--- config.mk ---
export PLATFORM = sky130hd
export DESIGN_NAME = fwb_device_flat
export DESIGN_NICKNAME = d
export VERILOG_FILES = /design/src/shared/fwb_pkg.sv /design/src/shared/fwb_if.sv /design/src/hw/fwb_cmd_decode.sv /design/src/hw/fwb_device.sv /design/src/flat_wrapper.sv
export SDC_FILE = /design/constraint.sdc
export NUM_CORES = 1
export LEC_CHECK = 0
export ABC_AREA = 1
export BUFFER_PORTS_ARGS = -buffer_cell sky130_fd_sc_hd__buf_2
export CAP_MARGIN = 25
export CORE_ASPECT_RATIO = 0.5
export CORE_MARGIN = 5
export CORE_UTILIZATION = 46
export DETAILED_ROUTE_END_ITERATION = 6
export PLACE_DENSITY_LB_ADDON = 0.1
export SLEW_MARGIN = 20
export SYNTH_ARGS = -nofsm -noshare
export SYNTH_HDL_FRONTEND = slang
export SYNTH_SLANG_ARGS = --single-unit
--- constraint.sdc ---
create_clock -name clk_sys -period 4.5 [get_ports clk_sys]
set_input_delay 0.9 -clock clk_sys [delete_from_list [all_inputs] [get_ports clk_sys]]
set_output_delay 0.9 -clock clk_sys [all_outputs]
set_load 0.03 [all_outputs]
--- src/shared/fwb_pkg.sv ---
// constants and types shared by both ends of the write-buffer command link
package fwb_pkg;

  // ---------------------------------------------------------------------------
  // geometry
  // ---------------------------------------------------------------------------
  localparam int FWB_ADDR_W = 24;
  localparam int FWB_DATA_W = 16;
  localparam int FWB_BLOCK_LSB = 16;           // 64 k-word blocks
  localparam int FWB_CNT_W = 5;                // only five count bits are kept
  localparam int FWB_BUF_DEPTH = 32;
  localparam logic [15:0] FWB_ID_CODE = 16'h5a5a;  // arbitrary identity value

  // ---------------------------------------------------------------------------
  // command codes (low byte of a write cycle)
  // ---------------------------------------------------------------------------
  localparam logic [7:0] FWB_C_RD_STATUS = 8'h70;
  localparam logic [7:0] FWB_C_CLEAR = 8'h50;
  localparam logic [7:0] FWB_C_RD_CONFIG = 8'h90;
  localparam logic [7:0] FWB_C_STS = 8'hb8;
  localparam logic [7:0] FWB_C_QUERY = 8'h98;
  localparam logic [7:0] FWB_C_LOCK = 8'h60;
  localparam logic [7:0] FWB_C_PROT = 8'hc0;
  localparam logic [7:0] FWB_C_RD_ARRAY = 8'hff;
  localparam logic [7:0] FWB_C_BUF_PROG = 8'he8;
  localparam logic [7:0] FWB_C_CONFIRM = 8'hd0;
  localparam logic [7:0] FWB_C_ERASE = 8'h20;
  localparam logic [7:0] FWB_C_SUSPEND = 8'hb0;
  localparam logic [7:0] FWB_STS_MAX = 8'h03;  // highest legal status-pin mode

  // ---------------------------------------------------------------------------
  // status register fields
  // ---------------------------------------------------------------------------
  localparam int FWB_SR_READY = 7;
  localparam int FWB_SR_ESUSP = 6;
  localparam int FWB_SR_EERR = 5;
  localparam int FWB_SR_PERR = 4;
  localparam int FWB_SR_LOW = 0;

  // ---------------------------------------------------------------------------
  // timing
  // ---------------------------------------------------------------------------
  localparam int FWB_CLK_NS = 8;
  localparam int FWB_PROG_NS = 1000;
  localparam int FWB_ERASE_NS = 2000;
  localparam int FWB_PROG_CYC = FWB_PROG_NS / FWB_CLK_NS;
  localparam int FWB_ERASE_CYC = FWB_ERASE_NS / FWB_CLK_NS;
  localparam int FWB_SETTLE_CYC = 2;           // host write to visible status

  typedef enum logic [3:0] {
    FWB_CMD_NONE, FWB_CMD_RD_STATUS, FWB_CMD_CLEAR, FWB_CMD_RD_CONFIG,
    FWB_CMD_STS, FWB_CMD_QUERY, FWB_CMD_LOCK, FWB_CMD_PROT, FWB_CMD_RD_ARRAY,
    FWB_CMD_BUF_PROG, FWB_CMD_CONFIRM, FWB_CMD_ERASE, FWB_CMD_SUSPEND
  } fwb_cmd_t;

  // device interpreter states, gray along array-status-count-data-confirm-prog
  typedef enum logic [3:0] {
    FWB_ST_ARRAY = 4'h0, FWB_ST_STATUS = 4'h1, FWB_ST_COUNT = 4'h3,
    FWB_ST_DATA = 4'h2, FWB_ST_CONFIRM = 4'h6, FWB_ST_PROG = 4'h7,
    FWB_ST_ERS_SETUP = 4'h5, FWB_ST_ERS_BUSY = 4'h4, FWB_ST_CONFIG = 4'hc,
    FWB_ST_QUERY = 4'hd, FWB_ST_LOCK = 4'hf, FWB_ST_STS = 4'he
  } fwb_state_t;

  typedef enum logic [2:0] {
    FWB_OP_BUF_PROG, FWB_OP_ERASE, FWB_OP_SUSPEND, FWB_OP_RESUME,
    FWB_OP_CLEAR, FWB_OP_RD_ARRAY
  } fwb_op_t;

  typedef enum logic [2:0] {
    FWB_H_IDLE = 3'h0, FWB_H_SETUP = 3'h1, FWB_H_CHECK = 3'h3, FWB_H_COUNT = 3'h2,
    FWB_H_DATA = 3'h6, FWB_H_CONFIRM = 3'h7, FWB_H_POLL = 3'h5, FWB_H_SINGLE = 3'h4
  } fwb_hstate_t;

endpackage : fwb_pkg

--- src/shared/fwb_if.sv ---
// bus cycles between the host controller and the flash command interpreter
`timescale 1ns/1ps
interface fwb_if;
  import fwb_pkg::*;
  logic wr;
  logic [FWB_ADDR_W-1:0] addr;
  logic [FWB_DATA_W-1:0] wdata;
  logic [FWB_DATA_W-1:0] rd_data;
  logic [7:0] status;

  modport dev (input wr, input addr, input wdata, output rd_data, output status);
  modport host (output wr, output addr, output wdata, input rd_data, input status);
endinterface : fwb_if

--- src/hw/fwb_cmd_decode.sv ---
// classifies the low byte of a write cycle into a command kind
`timescale 1ns/1ps
module fwb_cmd_decode
  import fwb_pkg::*;
(
  input wire logic [7:0] code,
  output fwb_cmd_t kind,
  output logic ordinary
);

  // ---------------------------------------------------------------------------
  // code lookup
  // ---------------------------------------------------------------------------
  always_comb begin
    case (code)
      FWB_C_RD_STATUS: kind = FWB_CMD_RD_STATUS;
      FWB_C_CLEAR: kind = FWB_CMD_CLEAR;
      FWB_C_RD_CONFIG: kind = FWB_CMD_RD_CONFIG;
      FWB_C_STS: kind = FWB_CMD_STS;
      FWB_C_QUERY: kind = FWB_CMD_QUERY;
      FWB_C_LOCK: kind = FWB_CMD_LOCK;
      FWB_C_PROT: kind = FWB_CMD_PROT;
      FWB_C_RD_ARRAY: kind = FWB_CMD_RD_ARRAY;
      FWB_C_BUF_PROG: kind = FWB_CMD_BUF_PROG;
      FWB_C_CONFIRM: kind = FWB_CMD_CONFIRM;
      FWB_C_ERASE: kind = FWB_CMD_ERASE;
      FWB_C_SUSPEND: kind = FWB_CMD_SUSPEND;
      default: kind = FWB_CMD_NONE;
    endcase
  end

  // status read, clear, configuration, lock and protection codes form one class
  assign ordinary = (kind inside {FWB_CMD_RD_STATUS, FWB_CMD_CLEAR, FWB_CMD_RD_CONFIG,
                                  FWB_CMD_STS, FWB_CMD_QUERY, FWB_CMD_LOCK,
                                  FWB_CMD_PROT});

endmodule : fwb_cmd_decode

--- src/hw/fwb_device.sv ---
// flash command interpreter: buffered program, erase and erase suspend
// Summary of operation
// - host repeats buffer setup until ready bit
// - setup during suspend keeps erase suspended
// - host writes word count minus one
// - only five low count bits kept
// - after count, writes are data loads
// - data loads accepted until count reached
// - host follows full buffer with confirm
// - host aborts by writing another block
// - data load to other block botches
// - ordinary code at confirm/erase setup botches
// - suspended confirm botch keeps suspension
// - buffer program rejected until status cleared
`timescale 1ns/1ps
module fwb_device
  import fwb_pkg::*;
#(
  parameter int ADDR_W = FWB_ADDR_W,
  parameter int PROG_CYC = FWB_PROG_CYC,
  parameter int ERASE_CYC = FWB_ERASE_CYC,
  parameter logic [15:0] ID_CODE = FWB_ID_CODE  // arbitrary value
)
(
  input wire logic clk_sys,
  input wire logic rst,
  fwb_if.dev bus,
  output logic busy,
  output logic erase_suspended,
  output logic [1:0] sts_mode
);

  // ---------------------------------------------------------------------------
  // state and decode
  // ---------------------------------------------------------------------------
  fwb_state_t state, next_state;
  logic susp, next_susp;
  logic [1:0] err, next_err;                 // {erase error, program error}
  logic [FWB_CNT_W-1:0] cnt, next_cnt;
  logic [FWB_CNT_W-1:0] idx, next_idx;
  logic [ADDR_W-FWB_BLOCK_LSB-1:0] blk, next_blk;
  logic [1:0] sts_r, next_sts;
  logic [15:0] tmr, next_tmr;
  logic [15:0] rd_r, next_rd;
  logic buf_we;
  logic [15:0] buf_mem [FWB_BUF_DEPTH];
  fwb_cmd_t cmd;

  // at confirm and erase setup every code but confirm botches, so the ordinary class is not needed
  fwb_cmd_decode u_dec (
    .code(bus.wdata[7:0]),
    .kind(cmd),
    .ordinary()
  );

  wire [ADDR_W-FWB_BLOCK_LSB-1:0] wr_blk = bus.addr[ADDR_W-1:FWB_BLOCK_LSB];
  wire same_blk = (wr_blk == blk);
  wire is_busy = (state == FWB_ST_PROG) || (state == FWB_ST_ERS_BUSY);
  wire tmr_done = (tmr == 16'h0000);
  wire status_mode = !(state inside {FWB_ST_ARRAY, FWB_ST_CONFIG, FWB_ST_QUERY});
  wire [7:0] status_word = {~is_busy, susp, err[1], err[0], 4'h0};

  // ---------------------------------------------------------------------------
  // next-state logic
  // ---------------------------------------------------------------------------
  always_comb begin
    next_state = state;
    next_susp = susp;
    next_err = err;
    next_cnt = cnt;
    next_idx = idx;
    next_blk = blk;
    next_sts = sts_r;
    next_tmr = tmr;
    buf_we = 1'b0;
    case (state)
      FWB_ST_ARRAY, FWB_ST_STATUS, FWB_ST_CONFIG, FWB_ST_QUERY: begin
        if (bus.wr) begin
          // the suspension flag is left alone except by confirm, which resumes the suspended erase
          case (cmd)
            FWB_CMD_RD_STATUS: next_state = FWB_ST_STATUS;
            FWB_CMD_CLEAR: begin
              next_err = 2'b00;
              next_state = FWB_ST_ARRAY;
            end
            FWB_CMD_RD_CONFIG: next_state = FWB_ST_CONFIG;
            FWB_CMD_STS: next_state = FWB_ST_STS;
            FWB_CMD_QUERY: next_state = FWB_ST_QUERY;
            FWB_CMD_LOCK: next_state = FWB_ST_LOCK;
            // protection programming is not offered while erase is suspended
            FWB_CMD_PROT: next_state = susp ? FWB_ST_ARRAY : FWB_ST_LOCK;
            FWB_CMD_BUF_PROG: begin
              // a leftover sequence error refuses the setup; status shows it
              if (err != 2'b00) begin
                next_state = FWB_ST_STATUS;
              end else begin
                next_state = FWB_ST_COUNT;
              end
            end
            // erase cannot nest inside a suspended erase
            FWB_CMD_ERASE: next_state = susp ? FWB_ST_ARRAY : FWB_ST_ERS_SETUP;
            FWB_CMD_CONFIRM: begin
              if (susp) begin
                next_susp = 1'b0;
                next_state = FWB_ST_ERS_BUSY;
              end else begin
                next_state = FWB_ST_ARRAY;
              end
            end
            default: next_state = FWB_ST_ARRAY;
          endcase
        end
      end
      FWB_ST_COUNT: begin
        if (bus.wr) begin
          next_cnt = bus.wdata[FWB_CNT_W-1:0];
          next_idx = '0;
          next_blk = wr_blk;
          next_state = FWB_ST_DATA;
        end
      end
      FWB_ST_DATA: begin
        if (bus.wr) begin
          if (!same_blk) begin
            next_err = 2'b11;
            next_state = FWB_ST_STATUS;
          end else begin
            buf_we = 1'b1;
            if (idx == cnt) begin
              next_state = FWB_ST_CONFIRM;
            end else begin
              next_idx = idx + 1'b1;
            end
          end
        end
      end
      FWB_ST_CONFIRM: begin
        if (bus.wr) begin
          if (cmd == FWB_CMD_CONFIRM) begin
            next_tmr = 16'(PROG_CYC - 1);
            next_state = FWB_ST_PROG;
          end else begin
            // susp is held, so the error stays the suspended variant
            next_err = 2'b11;
            next_state = FWB_ST_STATUS;
          end
        end
      end
      FWB_ST_ERS_SETUP: begin
        if (bus.wr) begin
          if (cmd == FWB_CMD_CONFIRM) begin
            next_tmr = 16'(ERASE_CYC - 1);
            next_state = FWB_ST_ERS_BUSY;
          end else begin
            next_err = 2'b11;
            next_state = FWB_ST_STATUS;
          end
        end
      end
      FWB_ST_PROG: begin
        // writes are ignored while programming; the host sees ready low
        if (tmr_done) begin
          next_state = FWB_ST_STATUS;
        end else begin
          next_tmr = tmr - 16'h0001;
        end
      end
      FWB_ST_ERS_BUSY: begin
        // only suspend is heard; the remaining time is kept for resume unless a confirmed buffer program reloads tmr meanwhile
        if (bus.wr && cmd == FWB_CMD_SUSPEND) begin
          next_susp = 1'b1;
          next_state = FWB_ST_STATUS;
        end else if (tmr_done) begin
          next_state = FWB_ST_STATUS;
        end else begin
          next_tmr = tmr - 16'h0001;
        end
      end
      FWB_ST_STS: begin
        if (bus.wr) begin
          if (bus.wdata[7:0] <= FWB_STS_MAX) begin
            next_sts = bus.wdata[1:0];
            next_state = FWB_ST_STATUS;
          end else begin
            next_err = 2'b11;
            next_state = FWB_ST_STATUS;
          end
        end
      end
      FWB_ST_LOCK: begin
        // the lock or protection second cycle completes at once
        if (bus.wr) begin
          next_state = FWB_ST_STATUS;
        end
      end
      default: next_state = FWB_ST_ARRAY;
    endcase
  end

  // read data: status in status modes, buffer contents stand in for the array
  always_comb begin
    if (status_mode) begin
      next_rd = {8'h00, status_word};
    end else if (state == FWB_ST_ARRAY) begin
      next_rd = buf_mem[bus.addr[FWB_CNT_W-1:0]];
    end else if (state == FWB_ST_CONFIG) begin
      next_rd = ID_CODE;
    end else begin
      next_rd = 16'h0000;                 // query structure is not held here
    end
  end

  // ---------------------------------------------------------------------------
  // registers
  // ---------------------------------------------------------------------------
  always_ff @(posedge clk_sys) begin
    if (rst) begin
      state <= FWB_ST_ARRAY;
      susp <= 1'b0;
      err <= 2'b00;
      cnt <= '0;
      idx <= '0;
      blk <= '0;
      sts_r <= 2'b00;
      tmr <= 16'h0000;
      rd_r <= 16'h0000;
    end else begin
      state <= next_state;
      susp <= next_susp;
      err <= next_err;
      cnt <= next_cnt;
      idx <= next_idx;
      blk <= next_blk;
      sts_r <= next_sts;
      tmr <= next_tmr;
      rd_r <= next_rd;
    end
  end

  // write buffer, one flop word per entry
  genvar gi;
  generate
    for (gi = 0; gi < FWB_BUF_DEPTH; gi++) begin : g_buf
      always_ff @(posedge clk_sys) begin
        if (rst) begin
          buf_mem[gi] <= 16'h0000;
        end else if (buf_we && idx == FWB_CNT_W'(gi)) begin
          buf_mem[gi] <= bus.wdata;
        end
      end
    end
  endgenerate

  assign bus.rd_data = rd_r;
  assign bus.status = status_word;
  assign busy = is_busy;
  assign erase_suspended = susp;
  assign sts_mode = sts_r;

endmodule : fwb_device

--- src/flat_wrapper.sv ---
// flat-port wrapper written by rule: the top's interface ports become plain ports
module fwb_device_flat import fwb_pkg::*;
#(
  parameter int ADDR_W = FWB_ADDR_W,
  parameter int PROG_CYC = FWB_PROG_CYC,
  parameter int ERASE_CYC = FWB_ERASE_CYC,
  parameter logic [15:0] ID_CODE = FWB_ID_CODE                    
)
  (clk_sys, rst, busy, erase_suspended, sts_mode, bus_wr, bus_addr, bus_wdata, bus_rd_data, bus_status);
  fwb_if bus_i ();
  input wire logic clk_sys;
  input wire logic rst;
  output logic busy;
  output logic erase_suspended;
  output logic [1:0] sts_mode;
  input wire logic [$bits(bus_i.wr)-1:0] bus_wr;
  input wire logic [$bits(bus_i.addr)-1:0] bus_addr;
  input wire logic [$bits(bus_i.wdata)-1:0] bus_wdata;
  output wire logic [$bits(bus_i.rd_data)-1:0] bus_rd_data;
  output wire logic [$bits(bus_i.status)-1:0] bus_status;
  assign bus_i.wr = bus_wr;
  assign bus_i.addr = bus_addr;
  assign bus_i.wdata = bus_wdata;
  assign bus_rd_data = bus_i.rd_data;
  assign bus_status = bus_i.status;
  fwb_device #(.ADDR_W(ADDR_W), .PROG_CYC(PROG_CYC), .ERASE_CYC(ERASE_CYC), .ID_CODE(ID_CODE)) u_core (.clk_sys(clk_sys), .rst(rst), .bus(bus_i), .busy(busy), .erase_suspended(erase_suspended), .sts_mode(sts_mode));
endmodule
# Word level (Yosys, flattened, before mapping)
# Memories as Yosys holds them, arrays and structs flattened.
# Cells that the tools add are included.
# classes
reduce_logical,54
n_lt_le_gt_ge,1
n_mux,180
bitwise_logic,34
n_eq_ne,87
n_addsub,2
# ops
op,count
two-way mux 16 bit,39
two-way mux 1 bit,104
equality test 5 bit (second input constant),16
equality test 8 bit (second input constant),8
one-hot mux 16 bit (4 select lines),1
one-hot mux 4 bit (12 select lines),1
two-way mux 4 bit,11
equality test 5 x 4 -> 1 bit (second input constant),8
one-hot mux 4 bit (9 select lines),1
logical AND 1 bit,33
equality test 4 x 3 -> 1 bit (second input constant),8
equality test 4 bit (second input constant),8
bitwise OR 1 bit,32
one-hot mux 4 bit (8 select lines),1
inequality test 2 bit (second input constant),13
equality test 8 x 7 -> 1 bit (second input constant),3
equality test 5 x 3 -> 1 bit (second input constant),4
two-way mux 5 bit,4
two-way mux 2 bit,9
equality test 4 x 2 -> 1 bit (second input constant),4
logical NOT 16 bit,1
subtractor 16 x 1 -> 16 bit (second input constant),1
two-way mux 15 bit,1
two-way mux 3 bit,4
other kinds (30),43
# totals
ramBits,512
mem_count,1
input_bits,43
reg_bits,59
# mem_list
memory,depth,word_bits,read_ports,rd_ports_with_merged_regs,write_ports,line,text
u_core.buf_mem,32,16,1,0,32,fwb_device.sv:46,logic [15:0] buf_mem [FWB_BUF_DEPTH];

# Longest topological paths before layout
# Gate-level depths: netlist of the first run.
# depth
depth_word,9
mapped_depth,13
depth_no_buf,13

# By module
# From an unflattened synthesis of the first run, not the netlist that was laid out.
# hier_totals
hier_cells,2939
area_unflattened_um2,27425.1
# modules_own_cells
module,cells_each,area_each_um2,instances
fwb_device,2860,27074.7,1
fwb_cmd_decode,79,350.3,1

# Worst setup path before layout of the first run
# No wires, ideal clock.
# synth_timing
path_type,input -> register
startpoint,in bus_addr[18]
endpoint,mem u_core.buf_mem[0][0] (enable)
arrival_time_ps,3074
path_buffers,1
setup_slack_ps,1015
cell_stages,12
path_cell_list,inv_1 -> nand2_1 -> nand2_1 -> nand2_1 -> nor2_1 -> nand3_2 -> inv_2 -> nand2_4 -> nor2_8 -> buf_4 -> inv_1 -> o21ai_0
# synth_lines
element,line,text
start: declaration,flat_wrapper.sv:17,input wire logic [$bits(bus_i.addr)-1:0] bus_addr;
end: declaration,fwb_device.sv:46,

# Worst setup path in the final report of the first run
# layout_timing
startpoint,reg u_core.state[0]
endpoint,out busy
# layout_via
elab_chain_len,2
elab_cells_between_ends,3
cone_classes,eq/ne: 2; reduce/logical: 1
# layout_rtl
element,line,text
start: declaration,fwb_device.sv:36,"fwb_state_t state, next_state;"
start signal: assignment,fwb_device.sv:228,state <= next_state;
equality test 4 x 3 -> 1 bit,fwb_device.sv:58,wire is_busy = (state == FWB_ST_PROG) || (state == FWB_ST_ERS_BUSY);
logical OR 1 bit *,fwb_device.sv:58,
end: declaration,flat_wrapper.sv:13,output logic busy;
# Mark *: on every way between the ends. The rest lies on a longest branch, timed or not.

==> impl_metrics.env, run 1 <==
export IMPL_yosys_area_share_xor_xnor=0.00681
export IMPL_cap_viol_max_count=0
export IMPL_rows=62
export IMPL_p_sw_frac=0.244
export IMPL_yosysSeqAreaShare=0.613
export IMPL_cts_buffer_depth=3
export IMPL_synth_common_cells="761 x nor2_1, 512 x edfxtp_1, 334 x nand2_1"
export IMPL_synthAdderAreaFrac=0.00324
export IMPL_met2_usage=0.360
export IMPL_finalHoldViolCount=0
export IMPL_syn_area_um2=27000
export IMPL_cts_setup_buffers=0
export IMPL_synth_top_area_share=0.570
export IMPL_die_h_um=181
export IMPL_io_buffers=55
export IMPL_drt_iter0_markers=2196
export IMPL_finalCritPeriodShare=0.738
export IMPL_setup_ws_ns=1.18
export IMPL_via_count=19864
export IMPL_drive_above_1_share=0.129
export IMPL_synth_top_family_by_area="simple AND/OR/NAND/NOR gates"
export IMPL_fill_cells=5267
export IMPL_min_period_ns=3.32
export IMPL_dieArea_um2=63900
export IMPL_grt_busiest_layer="met1"
export IMPL_crit_required_ns=3.60
export IMPL_synth_mux_area_fraction=0
export IMPL_pwr_share_clk=0.387
export IMPL_synthArstFlopShare=0
export IMPL_syn_inst=2745
export IMPL_fin_skew_ns=0.0219
export IMPL_cp_max_fo=13
export IMPL_setup_viol=0
export IMPL_cts_root_buffer="clkbuf_16"
export IMPL_ant_nets=0
export IMPL_p_int_uw=8520
export IMPL_cts_clk_slew_worst_paths_ns=0.06
export IMPL_drv_slew=0
export IMPL_synth_most_common_cell="nor2_1"
export IMPL_coreArea_um2=57700
export IMPL_tightest_slew_ns=1.06
export IMPL_synthSimpleGateAreaFrac=0.227
export IMPL_area_delta_synth_final_pct=8.86
export IMPL_grt_max_degree=179
export IMPL_power_per_cell_area_nw_per_um2=383
export IMPL_place_ws_ns=0.906
export IMPL_drc=0
export IMPL_p_seq_frac=0.529
export IMPL_hpwl_um=47300
export IMPL_fmax_mhz=301
export IMPL_finish_utilization=0.509
export IMPL_ir_worst_vdd_v=0.000256
export IMPL_grt_pass1_wl_um=119000
export IMPL_fin_nets=2759
export IMPL_synth_seq_cells=570
export IMPL_gr_total_overflow=0
export IMPL_synthDistinctLibCells=40
export IMPL_htree_levels=2
export IMPL_vias_per_cell=5.65
export IMPL_gp_congestion=0.897
export IMPL_wl_um=79100
export IMPL_crit_path_end_kind="output pin"
export IMPL_critPathLaunchType="flop"
export IMPL_cts_hold_buf=0
export IMPL_firstDrtPassIters=5
export IMPL_comb_power_share=0.084
export IMPL_yosysTopAreaCell="edfxtp_1"
export IMPL_stdcell_area_um2=29400
export IMPL_tritoncts="done"
export IMPL_grtUsageMet3=0.0569
export IMPL_hold_path_class="flop to flop"
export IMPL_p_sw_uw=2740
export IMPL_synth_compound_area_share=0.0977
export IMPL_numClockSinks=570
export IMPL_ys_flop_type="edfxtp_1"
export IMPL_antenna_found_initial=1
export IMPL_diodes=0
export IMPL_dpl_cell_area_um2=27800
export IMPL_worstPathArrival_ns=2.42
export IMPL_clk_latency_ns=0.60
export IMPL_tns_ns=0
export IMPL_ios=71
export IMPL_start_util=0.468
export IMPL_p_leak_uw=0.0110
export IMPL_post_cts_resized=0
export IMPL_grtUsageMet1=0.364
export IMPL_grt_util_all_layers=0.243
export IMPL_avgSynthCellArea_um2=9.83
export IMPL_rsz0062_at_grt="false"
export IMPL_critical_path_class="flop to output pin"
export IMPL_outcome="completed"
export IMPL_synth_edff_count=512
export IMPL_yosys_top_cells_area="edfxtp_1 57%, nor2_1 11%, o21ai_0 5.0%"
export IMPL_maxSlewHeadroom=0.296
export IMPL_routedWlPerCell_um=22.5
export IMPL_synth_warnings=0
export IMPL_dieWidth_um=353
export IMPL_grt_pass1_vias=18559
export IMPL_cts_made_buffers=53
## registers in the layout, indices dropped and copies added (netlist names)
register	count
u_core.blk	8
u_core.bus.rd_data	16
u_core.sts_mode	2
u_core.state	4
u_core.erase_suspended	1
u_core.tmr	16
u_core.err	1
u_core.buf_mem	512
u_core.idx	5
u_core.cnt	5
## worst max-delay path, stage by stage (launching register included)
cell	delay [ns]
dfxtp_1	0.55
inv_2	0.10
nand2_1	0.10
nor2_1	0.09
nor2_2	0.45
inv_1	0.28
buf_2	0.25
## stage by stage
step / power (uW) / hold slack, ns / instances
global route: 11600 / 0.479 / 3516
detailed placement: 7010 / 0.433 / 3422
CTS: 11300 / 0.444 / 3516
finish: 11300 / 0.440 / 3516
floorplan: 6630 / 0.444 / 2748
global placement: 7000 / 0.432 / 3422
## layout make-up
type	count	area, um2	share of cell area
Sequential cell	570	16500	0.563
Inverter	87	339	0.0115
Multi-Input combinational cell	1873	9060	0.308
Tap cell	768	961	0.0327
Clock buffer	79	1480	0.0505
Clock inverter	15	129	0.00439
Timing Repair Buffer	124	877	0.0298
## layout by cell type (no fill, tap or decap), types with 3 or more instances in the layout
| cell | instances |
|---|---|
| nand2_1 | 334 |
| clkbuf_16 | 53 |
| ha_1 | 7 |
| inv_2 | 6 |
| buf_2 | 53 |
| clkinv_1 | 18 |
| nand3_4 | 21 |
| nand4_1 | 8 |
| nand3_1 | 124 |
| nor2_4 | 9 |
| o21ai_1 | 15 |
| o211ai_1 | 85 |
| o221ai_1 | 33 |
| nand3_2 | 3 |
| o21ai_0 | 255 |
| clkinv_2 | 3 |
| dfxtp_1 | 58 |
| buf_4 | 64 |
| clkbuf_1 | 20 |
| xor2_1 | 11 |
| xnor2_1 | 10 |
| nor2_2 | 114 |
| clkbuf_8 | 6 |
| buf_12 | 6 |
| nor3_1 | 5 |
| o22ai_1 | 16 |
| nor2_1 | 761 |
| nor2_8 | 4 |
| inv_1 | 68 |
| a21oi_1 | 46 |
| edfxtp_1 | 512 |
| conb_1 | 4 |
## final timing paths
| path | endpoint | slack [ns] | startpoint | depth (start not counted) |
|---|---|---|---|---|
| hold / removal | u_core.sts_mode[1] | 0.44 | u_core.sts_mode[1] | 2 |
| hold reg to reg | u_core.sts_mode[1] | 0.44 | u_core.sts_mode[1] | 2 |
| setup reg to reg | u_core.buf_mem[23][7] | 1.59 | u_core.state[1] | 11 |
| setup / recovery | busy | 1.18 | u_core.state[0] | 6 |
## cells by family (layout without fill, tap and decap cells)
family | Yosys count | in the layout
AOI/OAI and AO/OA | 454 | 454
other | 1 | 4
adders and majority gates | 7 | 7
DFF | 570 | 570
buffers and inverters | 305 | 305
and+or+nand+nor | 1387 | 1387
xor gates and xnor gates | 21 | 21
## per-layer routing
layer | vias to the layer above | part of all wire
li1 | 9256 | -
met1 | 9605 | 0.45
met2 | 868 | 0.43
met3 | 133 | 0.096
met4 | 2 | 0.025
met5 | - | 0.00014
## power groups by stage
stage,registers (uW),logic [uW],clock network [uW]
3_5_place_dp,6070,935,0
6_report,5960,943,4360
5_1_grt,5970,1010,4650
2_1_floorplan,6090,533,0
4_1_cts,5960,937,4420
3_3_place_gp,6070,933,0
Note: power is estimated with default switching activity, not from simulation.
==> run 2, diff against run 1 <==
==> constraint.sdc (replaced) <==
create_clock -name clk_sys -period 3.2 [get_ports clk_sys]
set_input_delay 0.64 -clock clk_sys [delete_from_list [all_inputs] [get_ports clk_sys]]
set_output_delay 0.64 -clock clk_sys [all_outputs]
set_load 0.03 [all_outputs]
==> impl_metrics.env, run 2 (same netlist as run 1, synthesis figures left out) <==
export IMPL_outcome="completed"
export IMPL_p_total_uw=16300
export IMPL_finalCritPeriodShare=0.907
export IMPL_hpwl_um=49300
export IMPL_largest_reg_flops=512
export IMPL_min_period_ns=2.90
export IMPL_drv_slew=0
export IMPL_drc=0
export IMPL_multi_input_area_um2=9060
export IMPL_wl_um=81400
export IMPL_start_util=0.468
export IMPL_gp_congestion=0.894
export IMPL_post_cts_resized=0
export IMPL_cts_hold_buf=0
export IMPL_io_buffers=55
export IMPL_crit_path_end_kind="output pin"
export IMPL_cp_slowest_cell="dfxtp_1"
export IMPL_ios=71
export IMPL_grt_pass1_wl_um=121000
export IMPL_grt_util_all_layers=0.251
export IMPL_ant_nets=0
export IMPL_vias_per_cell=5.70
export IMPL_p_leak_uw=0.0114
export IMPL_crit_chain="nand2_1 -> nor2_1 -> nor2_2 -> buf_4 -> inv_1 -> buf_2"
export IMPL_numClockSinks=570
export IMPL_antenna_found_initial=1
export IMPL_cts_root_buffer="clkbuf_16"
export IMPL_drive_above_1_share=0.148
export IMPL_dieArea_um2=63900
export IMPL_die_h_um=181
export IMPL_hold_path_class="input pin to flop"
export IMPL_rows=62
export IMPL_grt_max_degree=76
export IMPL_finalHoldViolCount=0
export IMPL_maxSlewHeadroom=0.448
export IMPL_rsz0062_at_grt="false"
export IMPL_cts_setup_buffers=0
export IMPL_cts_clk_slew_worst_paths_ns=0.06
export IMPL_setup_ws_ns=0.297
export IMPL_fmax_mhz=344
export IMPL_place_ws_ns=0.292
export IMPL_worstPathArrival_ns=2.26
export IMPL_cts_buffer_depth=3
export IMPL_layout_common_cells="761 x nor2_1, 512 x edfxtp_1, 334 x nand2_1, 255 x o21ai_0, 124 x nand3_1"
export IMPL_top_register="u_core.buf_mem"
export IMPL_dp_cells=3471
export IMPL_htree_levels=2
export IMPL_cp_max_fo=11
export IMPL_area_delta_synth_final_pct=11.2
export IMPL_gr_total_overflow=0
export IMPL_grt_pass1_vias=18754
export IMPL_seq_area_um2=16500
export IMPL_tritoncts="done"
export IMPL_critical_path_max_stage_delay_ns=0.44
export IMPL_tightest_slew_ns=0.823
export IMPL_drt_iter0_markers=2421
export IMPL_critPathLaunchType="flop"
export IMPL_ir_worst_vdd_v=0.000339
export IMPL_crit_required_ns=2.56
export IMPL_reg2reg_slack_ns=0.67
export IMPL_critical_path_class="flop to output pin"
export IMPL_clk_latency_ns=0.60
export IMPL_cap_viol_max_count=0
export IMPL_power_per_cell_area_nw_per_um2=544
export IMPL_via_count=20320
export IMPL_coreArea_um2=57700
export IMPL_fin_nets=2808
export IMPL_final_common_cell="nor2_1"
export IMPL_cts_made_buffers=53
export IMPL_dieWidth_um=353
export IMPL_fin_skew_ns=0.0173
export IMPL_stdcell_count=3565
export IMPL_routedWlPerCell_um=22.8
export IMPL_setup_viol=0
export IMPL_fill_cells=5283
export IMPL_firstDrtPassIters=6
run 2: changes by cell type in the layout (fill, tap and decap cells not counted), sizes merged:
cell      change
buf          +49
diode         +1
clkinvlp      +1
bufinv        +4
clkbuf        -4
clkinv        -2
run 2: power breakdown:
group          leakage [uW]  switching, uW  internal (uW)  total [uW]
clock network      0.000848           2830           3730        6550
logic               0.00479           1050            349        1400
registers           0.00576           63.1           8310        8380
total                0.0114           3940          12400       16300
run 2: area by class of cell:
cell class | count | area share
Antenna cell | 1 | 0.0000834
Clock inverter | 18 | 0.00801
Sequential cell | 570 | 0.551
Timing Repair Buffer | 173 | 0.0457
Multi-Input combinational cell | 1873 | 0.302
Tap cell | 768 | 0.0320
Clock buffer | 75 | 0.0500
Inverter | 87 | 0.0113
run 2: through the flow:
| stage | TNS, ns | utilization | hold WS, ns | area (um2) |
|---|---|---|---|---|
| global route | 0 | 0.520 | 0.319 | 30000 |
| floorplan | -2.85 | - | 0.444 | 27000 |
| CTS | 0 | 0.520 | 0.303 | 30000 |
| global placement | 0 | 0.490 | 0.432 | 28300 |
| finish | 0 | 0.520 | 0.327 | 30000 |
| detailed placement | 0 | 0.490 | 0.434 | 28300 |
run 2: routing by layer:
metal	vias up	part of all wire	routed length [um]	track usage
met2	859	0.43	35300	0.375
met5	-	0	0	0
met1	10010	0.45	36800	0.382
met3	86	0.10	8200	0.0533
met4	0	0.015	1200	0.0425
li1	9365	-	-	-
run 2: worst paths after layout:
| check | cells past startpoint | from | to |
|---|---|---|---|
| min reg2reg | 2 | u_core.sts_mode[1] | u_core.sts_mode[1] |
| min | 3 | bus_addr[23] | u_core.blk[7] |
| max reg2reg | 11 | u_core.state[1] | u_core.buf_mem[16][6] |
| max | 6 | u_core.state[2] | busy |
run 2: worst max-delay path: cells and delay by family, from the launching register on:
family | cells | cell delay, ns
and+or+nand+nor | 3 | 0.59
DFF | 1 | 0.44
buffers and inverters | 3 | 0.64
